$ cat src/inc/pcs_pkg.sv
package pcs_pkg;

    // ****************************************
    // Configuration offsets (byte addresses)
    // ****************************************
    localparam logic [7:0] CMD_OFS = 8'h04;
    localparam logic [7:0] STATUS_OFS = 8'h06;
    localparam logic [7:0] CLASS_OFS = 8'h08;
    localparam logic [7:0] CACHE_LAT_OFS = 8'h0c;
    localparam logic [5:0] CMD_DW = CMD_OFS[7:2];
    localparam logic [5:0] CLASS_DW = CLASS_OFS[7:2];
    localparam logic [5:0] CACHE_LAT_DW = CACHE_LAT_OFS[7:2];
    localparam int unsigned STATUS_SHIFT = 16;
    localparam int unsigned LANE_W = 8;

    // ****************************************
    // Command register fields
    // ****************************************
    localparam int unsigned CMD_INT_INHIBIT = 10;
    localparam int unsigned CMD_SERR_EN = 8;
    localparam int unsigned CMD_PARITY_RESPONSE_ENABLE = 6;
    localparam logic [15:0] CMD_RESET = 16'h0000;

    // ****************************************
    // Status register fields
    // ****************************************
    localparam int unsigned ST_DETECTED_PARITY = 15;
    localparam int unsigned ST_SIGNALED_SERR = 14;
    localparam int unsigned ST_RCVD_MASTER_ABORT = 13;
    localparam int unsigned ST_RCVD_TARGET_ABORT = 12;
    localparam int unsigned ST_SIGNALED_TARGET_ABORT = 11;
    localparam int unsigned ST_MASTER_DATA_PARITY = 8;
    localparam int unsigned ST_INT_STATUS = 3;
    localparam logic [15:0] STATUS_RESET = 16'h0230;
    localparam logic [15:0] STATUS_FLAG_MASK = 16'hf900;
    localparam logic [1:0] SELECT_TIMING_CODE = 2'h1;
    localparam logic [15:0] STATUS_FIXED = 16'h0230;

    // ****************************************
    // Class code and revision
    // ****************************************
    localparam logic [7:0] BASE_CATEGORY = 8'h0c;
    localparam logic [7:0] SUBCLASS_SERIAL_1394 = 8'h00;
    localparam logic [7:0] PROGRAMMING_MODEL_CODE = 8'h10;
    // Arbitrary value, replaced per tape-out
    localparam logic [7:0] SILICON_REVISION = 8'h5a;

    localparam logic [15:0] CACHE_LAT_RESET = 16'h0000;

    // ****************************************
    // Types
    // ****************************************
    typedef enum logic [1:0] {
        ST_IDLE = 2'b01,
        ST_ANSWER = 2'b10
    } pcs_state_e;

    typedef struct packed {
        pcs_state_e state;
        logic ack;
        logic [31:0] rdata;
        logic [15:0] command;
        logic [15:0] cache_lat;
        logic intx;
    } pcs_main_s;

    typedef struct packed {
        logic flag;
    } pcs_flag_s;

endpackage : pcs_pkg

$ cat src/pcs_config_regs.sv
//Behaviour
// - Address or data parity error sets bit 15
// - Enabled signaled system error sets bit 14
// - Master abort on own cycle sets 13
// - Target abort on own cycle sets 12
// - Own target abort sets bit 11
// - Event flags sticky, other status bits read-only
// - Bits 10:9 read 01b, medium select timing
// - Bit 8: PERR, we master, response enabled
// - Bits 7 and 6 read zero
// - Bit 5 reads one, 66 MHz
// - Bit 4 reads one, capability list
// - Bit 3 mirrors interrupt; INTx gated by inhibit
// - Inhibit leaves interrupt status bit untouched
// - Status bits 2:0 read zero
// - Class bits 31:24 read 0Ch
// - Class bits 23:16 fixed 1394 subclass
// - Class bits 15:8 read 10h
// - Class low byte is silicon revision
// - Command bit 10 inhibits interrupt output
// - Command bit 6 enables parity response
`timescale 1ns/1ps
module pcs_config_regs
    import pcs_pkg::*;
(
    input wire logic clk,
    input wire logic arst_n,
    input wire logic cfg_req,
    input wire logic cfg_write,
    input wire logic [7:0] cfg_addr,
    input wire logic [3:0] cfg_byte_en,
    input wire logic [31:0] cfg_wdata,
    output logic cfg_ack,
    output logic [31:0] cfg_rdata,
    input wire logic parity_error_evt,
    input wire logic system_error_evt,
    input wire logic master_abort_evt,
    input wire logic target_abort_rcvd_evt,
    input wire logic target_abort_sent_evt,
    input wire logic perr_seen_evt,
    input wire logic bus_master_active,
    input wire logic int_condition,
    output logic intx_assert,
    output logic serr_enable,
    output logic parity_response_enable,
    output logic [7:0] latency_timer,
    output logic [7:0] cache_line_size
);

    // ****************************************
    // State
    // ****************************************
    pcs_main_s cur;
    pcs_main_s next_cur;

    logic [15:0] flag_set;
    logic [15:0] flag_clear;
    logic [15:0] flag_q;
    logic [15:0] status_word;
    logic [31:0] class_word;
    logic [15:0] cmd_merged;
    logic [15:0] cache_lat_merged;
    logic [15:0] cmd_writable;
    logic take;
    logic write_cmd_dw;
    logic write_cache_dw;
    logic [5:0] dw_index;

    assign dw_index = cfg_addr[7:2];
    assign take = cfg_req && (cur.state == ST_IDLE);
    assign write_cmd_dw = take && cfg_write && (dw_index == CMD_DW);
    assign write_cache_dw = take && cfg_write && (dw_index == CACHE_LAT_DW);

    // ****************************************
    // Status event flags
    // ****************************************
    always_comb begin
        flag_set = '0;
        flag_set[ST_DETECTED_PARITY] = parity_error_evt;
        flag_set[ST_SIGNALED_SERR] = system_error_evt && cur.command[CMD_SERR_EN];
        flag_set[ST_RCVD_MASTER_ABORT] = master_abort_evt;
        flag_set[ST_RCVD_TARGET_ABORT] = target_abort_rcvd_evt;
        flag_set[ST_SIGNALED_TARGET_ABORT] = target_abort_sent_evt;
        // master data parity, all three conditions
        flag_set[ST_MASTER_DATA_PARITY] = perr_seen_evt && bus_master_active &&
            cur.command[CMD_PARITY_RESPONSE_ENABLE];
    end

    // write one to clear, per byte lane
    assign flag_clear = write_cmd_dw ?
        (cfg_wdata[31:16] & {{LANE_W{cfg_byte_en[3]}}, {LANE_W{cfg_byte_en[2]}}}) : '0;

    genvar gi;
    generate
        for (gi = 0; gi < 16; gi++) begin : g_flag
            if (STATUS_FLAG_MASK[gi]) begin : g_sticky
                pcs_sticky_flag u_flag (
                    .clk(clk),
                    .arst_n(arst_n),
                    .set_evt(flag_set[gi]),
                    .clear_req(flag_clear[gi]),
                    .flag(flag_q[gi])
                );
            end else begin : g_none
                assign flag_q[gi] = 1'b0;
            end
        end
    endgenerate

    // ****************************************
    // Read-only words
    // ****************************************
    always_comb begin
        status_word = STATUS_FIXED | (flag_q & STATUS_FLAG_MASK);
        status_word[10:9] = SELECT_TIMING_CODE;
        // live interrupt condition, inhibit ignored here
        status_word[ST_INT_STATUS] = int_condition;
    end

    assign class_word = {BASE_CATEGORY, SUBCLASS_SERIAL_1394,
                         PROGRAMMING_MODEL_CODE, SILICON_REVISION};

    // ****************************************
    // Byte-lane writes
    // ****************************************
    pcs_lane_merge #(
        .LANES(2)
    ) u_cmd_merge (
        .old_value(cur.command),
        .new_value(cfg_wdata[15:0]),
        .lane_en(cfg_byte_en[1:0]),
        .merged(cmd_merged)
    );

    pcs_lane_merge #(
        .LANES(2)
    ) u_cache_merge (
        .old_value(cur.cache_lat),
        .new_value(cfg_wdata[15:0]),
        .lane_en(cfg_byte_en[1:0]),
        .merged(cache_lat_merged)
    );

    // Only the controls this block uses are kept; the rest read zero
    always_comb begin
        cmd_writable = '0;
        cmd_writable[CMD_INT_INHIBIT] = cmd_merged[CMD_INT_INHIBIT];
        cmd_writable[CMD_SERR_EN] = cmd_merged[CMD_SERR_EN];
        cmd_writable[CMD_PARITY_RESPONSE_ENABLE] = cmd_merged[CMD_PARITY_RESPONSE_ENABLE];
    end

    // ****************************************
    // Access sequencer
    // ****************************************
    always_comb begin
        next_cur = cur;
        next_cur.ack = 1'b0;
        // INTx only when pending and not inhibited
        next_cur.intx = int_condition && !cur.command[CMD_INT_INHIBIT];
        case (cur.state)
            ST_IDLE: begin
                if (cfg_req) begin
                    next_cur.state = ST_ANSWER;
                    next_cur.ack = 1'b1;
                    next_cur.rdata = '0;
                    if (!cfg_write) begin
                        case (dw_index)
                            CMD_DW: begin
                                next_cur.rdata = {status_word, cur.command};
                            end
                            CLASS_DW: begin
                                next_cur.rdata = class_word;
                            end
                            CACHE_LAT_DW: begin
                                // Upper half is header type and no self-test
                                next_cur.rdata = {16'h0000, cur.cache_lat};
                            end
                            default: begin
                                next_cur.rdata = '0;
                            end
                        endcase
                    end
                    if (write_cmd_dw) begin
                        next_cur.command = cmd_writable;
                    end
                    // cache line and latency written by firmware
                    if (write_cache_dw) begin
                        next_cur.cache_lat = cache_lat_merged;
                    end
                end
            end
            ST_ANSWER: begin
                // One idle cycle between accesses keeps the decode simple
                next_cur.state = ST_IDLE;
            end
            default: begin
                next_cur.state = ST_IDLE;
            end
        endcase
    end

    always_ff @(posedge clk or negedge arst_n) begin
        if (!arst_n) begin
            cur.state <= ST_IDLE;
            cur.ack <= 1'b0;
            cur.rdata <= '0;
            cur.command <= CMD_RESET;
            cur.cache_lat <= CACHE_LAT_RESET;
            cur.intx <= 1'b0;
        end else begin
            cur <= next_cur;
        end
    end

    // ****************************************
    // Outputs
    // ****************************************
    assign cfg_ack = cur.ack;
    assign cfg_rdata = cur.rdata;
    assign intx_assert = cur.intx;
    assign serr_enable = cur.command[CMD_SERR_EN];
    assign parity_response_enable = cur.command[CMD_PARITY_RESPONSE_ENABLE];
    assign latency_timer = cur.cache_lat[15:8];
    assign cache_line_size = cur.cache_lat[7:0];

endmodule : pcs_config_regs

$ cat src/pcs_sticky_flag.sv
`timescale 1ns/1ps
module pcs_sticky_flag
    import pcs_pkg::*;
(
    input wire logic clk,
    input wire logic arst_n,
    input wire logic set_evt,
    input wire logic clear_req,
    output logic flag
);

    pcs_flag_s cur;
    pcs_flag_s next_cur;

    always_comb begin
        next_cur = cur;
        // Set beats a clear in the same cycle so no event is lost
        if (set_evt) begin
            next_cur.flag = 1'b1;
        end else if (clear_req) begin
            next_cur.flag = 1'b0;
        end
    end

    always_ff @(posedge clk or negedge arst_n) begin
        if (!arst_n) begin
            cur <= '0;
        end else begin
            cur <= next_cur;
        end
    end

    assign flag = cur.flag;

endmodule : pcs_sticky_flag

$ cat src/pcs_lane_merge.sv
`timescale 1ns/1ps
module pcs_lane_merge
    import pcs_pkg::*;
#(
    parameter int unsigned LANES = 2
) (
    input wire logic [LANES*LANE_W-1:0] old_value,
    input wire logic [LANES*LANE_W-1:0] new_value,
    input wire logic [LANES-1:0] lane_en,
    output logic [LANES*LANE_W-1:0] merged
);

    genvar i;
    generate
        for (i = 0; i < LANES; i++) begin : g_lane
            assign merged[i*LANE_W +: LANE_W] = lane_en[i] ?
                new_value[i*LANE_W +: LANE_W] : old_value[i*LANE_W +: LANE_W];
        end
    endgenerate

endmodule : pcs_lane_merge

$ cat config.mk
export PLATFORM = sky130hd
export DESIGN_NAME = pcs_config_regs
export DESIGN_NICKNAME = d
export VERILOG_FILES = /design/src/inc/pcs_pkg.sv /design/src/pcs_config_regs.sv /design/src/pcs_sticky_flag.sv /design/src/pcs_lane_merge.sv
export SDC_FILE = /design/constraint.sdc
export NUM_CORES = 1
export LEC_CHECK = 0
export BUFFER_PORTS_ARGS = -buffer_cell sky130_fd_sc_hd__buf_4
export CORE_UTILIZATION = 52
export CTS_CLUSTER_SIZE = 10
export DETAILED_ROUTE_END_ITERATION = 7
export PLACE_DENSITY = 0.86
export SETUP_SLACK_MARGIN = 0.02
export SYNTH_ARGS = -nofsm -noshare
export SYNTH_HDL_FRONTEND = slang
export SYNTH_SLANG_ARGS = --single-unit
$ cat constraint.sdc
create_clock -name clk -period 2.92 [get_ports clk]
set_clock_uncertainty 0.15 [all_clocks]
set_input_delay 0.146 -clock clk [delete_from_list [all_inputs] [get_ports clk]]
set_output_delay 0.146 -clock clk [all_outputs]
set_load 0.05 [all_outputs]
### After elaboration in Yosys (flattened, before gate mapping)

Index checks and enable logic that the tools add are counted.

| operators by class | value |
|---|---|
| mux-type cells | 24 |
| eq/ne operators | 5 |
| bitwise gates (word level) | 1 |
| reduce and logical (&&, ||, !) cells | 20 |

Operators by type and width:

| kind | number |
|---|---|
| $pmux 32 s3 | 1 |
| $mux 67 | 1 |
| $mux 65 | 1 |
| $mux 16 | 2 |
| $mux 32 | 1 |
| $and 16x16->16 | 1 |
| $mux 8 | 2 |
| $reduce_and 4->1 | 4 |
| $eq 6x2->1 const B | 2 |
| $mux 1 | 12 |
| $reduce_bool 2->1 | 6 |
| $mux 11 | 1 |
| $logic_and 1x1->1 | 8 |
| $mux 7 | 1 |
| $eq 6x1->1 const B | 1 |
| $mux 3 | 1 |
| $eq 2x1->1 const B | 1 |
| $mux 2 | 1 |
| $ne 2x2->1 const B | 1 |
| $reduce_and 2->1 | 1 |
| $logic_not 1->1 | 1 |

| storage, ports and cells | value |
|---|---|
| bits of input ports | 56 |
| flip-flop bits (word level) | 61 |
| logic and storage cells | 64 |

### Depth between registers and ports, before layout

| depth | value |
|---|---|
| word-level depth | 7 |
| depth in mapped cells | 5 |
| depth with buffers taken out | 4 |

### Hierarchy

From an unflattened synthesis, not the netlist that was laid out.

| second synthesis, totals | value |
|---|---|
| cell total of the unflattened synthesis | 282 |
| area total of the unflattened synthesis | 3139.3 um^2 |

Modules (own cells, without submodules):

| module | sequential area each (um^2) | cells each | area each (um^2) | times used |
|---|---|---|---|---|
| pcs_config_regs | 1202.4 | 228 | 2396.0 | 1 |
| pcs_lane_merge | 0.0 | 18 | 262.8 | 2 |
| pcs_sticky_flag | 25.0 | 3 | 36.3 | 6 |

### Least setup slack after synthesis

No wires, ideal clock.

| timing | value |
|---|---|
| path type | flip-flop to flip-flop |
| from | register cur[66] (netlist name) |
| to | register cur, in the netlist cache_line_size[0] |
| data required time | 2.645 ns |
| data arrival time | 1.353 ns |
| path slack | 1.293 ns |
| clock period less this slack | 1.627 ns |
| buffers on the path | 1 |
| cell stages (with the launch flop) | 5 |
| path through | dfstp_2 > and4b_1 > clkbuf_2 > nand4_2 > mux2_2 |

| on the way | value |
|---|---|
| cells in the longest elaborated chain, start to end | 5 |

Ends and longest elaborated chain:

| item | line | text |
|---|---|---|
| start: declaration | pcs_config_regs.sv:53 | `pcs_main_s cur;` |
| start signal: assignment | pcs_config_regs.sv:211 | `cur <= next_cur;` |
| $eq 2x1->1 * | pcs_config_regs.sv:70, pcs_config_regs.sv:160 |  |
| $logic_and 1x1->1 | pcs_config_regs.sv:70 | `assign take = cfg_req && (cur.state == ST_IDLE);` |
| $logic_and 1x1->1 (2 in series) | pcs_config_regs.sv:72 | `assign write_cache_dw = take && cfg_write && (dw_index == CACHE_LAT_DW);` |
| $reduce_and 4->1 (no source line) * | - |  |

Mark *: on every way between the ends. The rest lies on a longest branch, timed or not.
A chain may end at the register's enable or synchronous reset.

### Worst setup path after layout

| timing | value |
|---|---|
| from | input port cfg_write |
| to | register g_flag[11].g_sticky.u_flag.cur |

| on the way | value |
|---|---|
| cells in the longest elaborated chain, start to end | 4 |

Ends and longest elaborated chain:

| item | line | text |
|---|---|---|
| start: declaration | pcs_config_regs.sv:29 | `input wire logic cfg_write,` |
| $logic_and 1x1->1 (2 in series) | pcs_config_regs.sv:71 | `assign write_cmd_dw = take && cfg_write && (dw_index == CMD_DW);` |
| $mux 16 | pcs_config_regs.sv:90 | `assign flag_clear = write_cmd_dw ?` |
| $reduce_bool 2->1 (no source line) | - |  |
| end signal: assignment | pcs_sticky_flag.sv:29 | `cur <= next_cur;` |
| end: declaration | pcs_sticky_flag.sv:12 | `pcs_flag_s cur;` |

No other way between the ends.

==> impl_metrics.csv <==
group,metric,value,unit
status,outcome,"completed",
worst_setup_path,crit_buf_inv,3,
die,fp.dieW,72.8,µm
die,die_h,72.8,µm
logic_synthesis,synth.distinct_cells,33,
route,avgRoutedWirePerCell,14.9,µm
die,start_util,54.5,%
logic_synthesis,synth_area,0.00261,mm²
logic_synthesis,synthMuxAreaShare,8.96,%
route,drc,0,
worst_hold_path,hold_path_depth,3,
die,rows,25,
power_and_ir_drop,power_density,422,mW/mm²
layout,n_fill_cell,352,
timing,drv_slew,0,
worst_setup_path,worstSetupPathType,"primary input to flop",
worst_setup_path,worstPathArrival,2.27,ns
clocking,ctsResizeCount,0,
worst_setup_path,crit_slowest_cell,"dlygate4sd3_1",
timing,rsz0062_at_grt,"false",
die,num_io_pins,108,
logic_synthesis,synth_xor_area_share,0,%
grt,grt_max_degree,55,
timing,setup_viol,0,
grt,grt_use_total,22.7,%
worst_setup_path,start_kind,"primary input",
logic_synthesis,ys_ff_latch,54,
logic_synthesis,postSynthCellCount,232,
clocking,clk_latency,0.29,ns
worst_setup_path,r2r.worst_path.cells,4,
route,drt_iter0_markers,108,
clocking,cts_tree,"done",
clocking,path_clk_slew,0.09,ns
grt,gr-total-overflow,0,
timing,period_share,76.5,%
worst_setup_path,worstSetupEndpointType,"flop",
place,dp_hpwl,3.76,mm
logic_synthesis,synthSimpleGateAreaFrac,13.0,%
worst_setup_path,rrSetupSlack,0.75,ns
worst_setup_path,path_max_fanout,7,
route,drt-pass1-iter-count,4,
worst_setup_path,crit_chain,"dlygate4sd3_1 -> buf_4 -> and4b_1 -> and4_1 -> a31oi_1 -> dlygate4sd3_1",
clocking,clock_sinks,54,
clocking,cts_buffer_depth,2,
place,gp_congestion,0.778,
worst_hold_path,hold_class,"primary input to flop",
clocking,cts_buffers,5,
worst_setup_path,crit_required,2.95,ns
timing,final_hold_viol_count,0,
grt,grt_pass1_wl,9.07,mm
power_and_ir_drop,p_leak,1.73,nW
die,die_area,0.00531,mm²
logic_synthesis,synth_fa_ha_area_share,0,%
worst_hold_path,hold-path-endpoint,"g_flag[8].g_sticky.u_flag.flag$_DFFE_PN0P_",
route,vias,1895,
layout,drive_gt1_share,42.5,%
power_and_ir_drop,vdd_drop_max,0.000339,V
grt,grt_pass1_vias,1924,
worst_setup_path,reg2reg_from,"cur[66]$_DFFE_PN1P_",
route,ant_nets,0,
logic_synthesis,yosysWarnings,0,
timing,fin_crit,2.23,ns
logic_synthesis,synth_top_family_by_area,"buffers and inverters",
timing,finalSetupTns,0,ns
worst_setup_path,critPathTopFamily,"buffers and inverters",
place,numPortBuffers,89,
worst_setup_path,cp_common_cell,"dlygate4sd3_1",
job,maxCapViolCount,0,
timing,worstMarginPinSlew,0.681,ns
layout,diodes,0,
worst_setup_path,max_stage_delay,0.57,ns
clocking,cts-root-buf,"clkbuf_8",
route,wl,5.59,mm
timing,slew_headroom,54.6,%
logic_synthesis,ys_seq_area_share,51.8,%
die,core-area,0.00479,mm²
route,via_per_inst,5.05,
clocking,postCtsSetupRepairBufs,0,
logic_synthesis,postSynthAreaPerCell,11.3,µm²
grt,antenna_found_initial,0,
layout,area_growth,29.6,%
worst_hold_path,min-delay-start,"cfg_wdata[24]",
logic_synthesis,synth_compound_area_share,9.88,%
clocking,h-tree-depth,2,
layout,nets,363,
timing,fmax,448,MHz
layout,final_util,70.7,%
power_and_ir_drop,totalPowerFinal,0.00143,W
worst_setup_path,r2r-end,"g_flag[11].g_sticky.u_flag.flag$_DFFE_PN0P_",
[worst register-to-register path, cell delays in order, from the launching register on]
cell	delay, ns
dfstp_2	0.53
and4b_1	0.31
and4_1	0.36
a31oi_1	0.13
dlygate4sd3_1	0.57
[Yosys cell counts, drive strengths merged]
master    n  area (µm²)
a21o      1        7.51
and4      1        8.76
dfstp     1        26.3
nor3      1        16.3
and2     10        62.6
conb      1        3.75
and4b     1        10.0
a31oi     4        25.0
mux2i     2        20.0
nand3     1        5.00
a2bb2oi   1        8.76
o21a      1        7.51
nand4     4        37.5
or4       1        11.3
o31ai     9        67.6
o21ai     8        40.0
nor4      1        21.3
nor2b     7        43.8
buf      49         364
inv       8        30.0
mux2     19         214
nand2    21        78.8
dfrtp    53        1330
clkbuf    7        27.5
a31o      9        78.8
o41ai     2        17.5
a21oi     1        5.00
nand3b    4        30.0
nor2      4        15.0
[area by class of cell]
| class | instances | area, µm² | area share (%) |
|---|---|---|---|
| Clock buffer | 7 | 86.3 | 2.55 |
| Clock inverter | 1 | 5.00 | 0.148 |
| Inverter | 8 | 30.0 | 0.888 |
| Multi-Input combinational cell | 118 | 851 | 25.2 |
| Sequential cell | 54 | 1350 | 40.0 |
| Tap cell | 67 | 83.8 | 2.48 |
| Timing Repair Buffer | 120 | 973 | 28.8 |
[layout by cell type (no fill, tap or decap), types with 4 or more instances in the layout]
cell type      Yosys  routed
inv_1              8       8
a31o_2             8       8
clkbuf_8           0       6
dfrtp_1           53      53
nor2_1             4       4
nand3b_1           4       4
mux2_2            19      19
buf_4             48      91
conb_1             1       5
and2_1            10      10
nor2b_1            7       7
o21ai_0            8       8
dlygate4sd3_1      0      29
a31oi_1            4       4
nand2_1           21      21
o31ai_1            9       9
[power breakdown]
| part | leakage, nW | switching (W) | internal, W |
|---|---|---|---|
| combinational | 0.971 | 0.000140 | 0.0000963 |
| clock | 0.0482 | 0.000227 | 0.000192 |
| sequential | 0.713 | 0.00000983 | 0.000764 |
[timing repair]
item | in CTS | in global routing
hold buffers | 29 | 0
setup endpoints to repair | 0 | 0
endpoints found under the hold margin | 82 | 0
[routing by layer]
metal	wire, µm	vias to the layer above	track usage [%]
li1	-	890	-
met1	2260	920	27.4
met4	133	0	7.63
met3	285	15	5.66
met5	0	-	0
met2	2920	70	39.7
[flip-flops by register name, summed over array words and instances, names as in the netlist]
register,flops
latency_timer,8
cache_line_size,8
parity_response_enable,1
g_flag.g_sticky.u_flag.flag,6
cur,3
cfg_ack,1
serr_enable,1
cfg_rdata,25
intx_assert,1
[worst max path at each step]
| stage | start | cells past startpoint | slack, ns | to |
|---|---|---|---|---|
| finish | cfg_write | 6 | 0.69 | g_flag[11].g_sticky.u_flag.flag$_DFFE_PN0P_ |
| global route | cfg_addr[2] | 6 | 0.58 | g_flag[11].g_sticky.u_flag.flag$_DFFE_PN0P_ |
| CTS | cfg_write | 6 | 0.70 | g_flag[12].g_sticky.u_flag.flag$_DFFE_PN0P_ |
| detailed placement | cfg_addr[7] | 4 | 1.06 | latency_timer[3]$_DFFE_PN0P_ |
| global placement | cfg_addr[7] | 4 | 1.06 | latency_timer[3]$_DFFE_PN0P_ |
| floorplan | cur[66]$_DFFE_PN1P_ | 4 | 1.29 | cache_line_size[0]$_DFFE_PN0P_ |
[per-stage QoR]
stage                     worst slack, ns  area (µm²)  instances  hold WS (ns)
after floorplan                      1.29        2630        236        -0.300
after global placement               1.06        3000        338        0.0740
after detailed placement             1.06        3000        338        0.0763
after CTS                           0.701        3380        375       0.00212
after global routing                0.582        3380        375        0.0112
final                               0.687        3380        375       0.00188
[cell families after synthesis]
logic type	after synthesis
AOI/OAI and AO/OA	36
buffers and inverters	64
DFF	54
muxes	21
other	1
and+or+nand+nor	56
No activity file was read; power rests on OpenSTA's default activity.
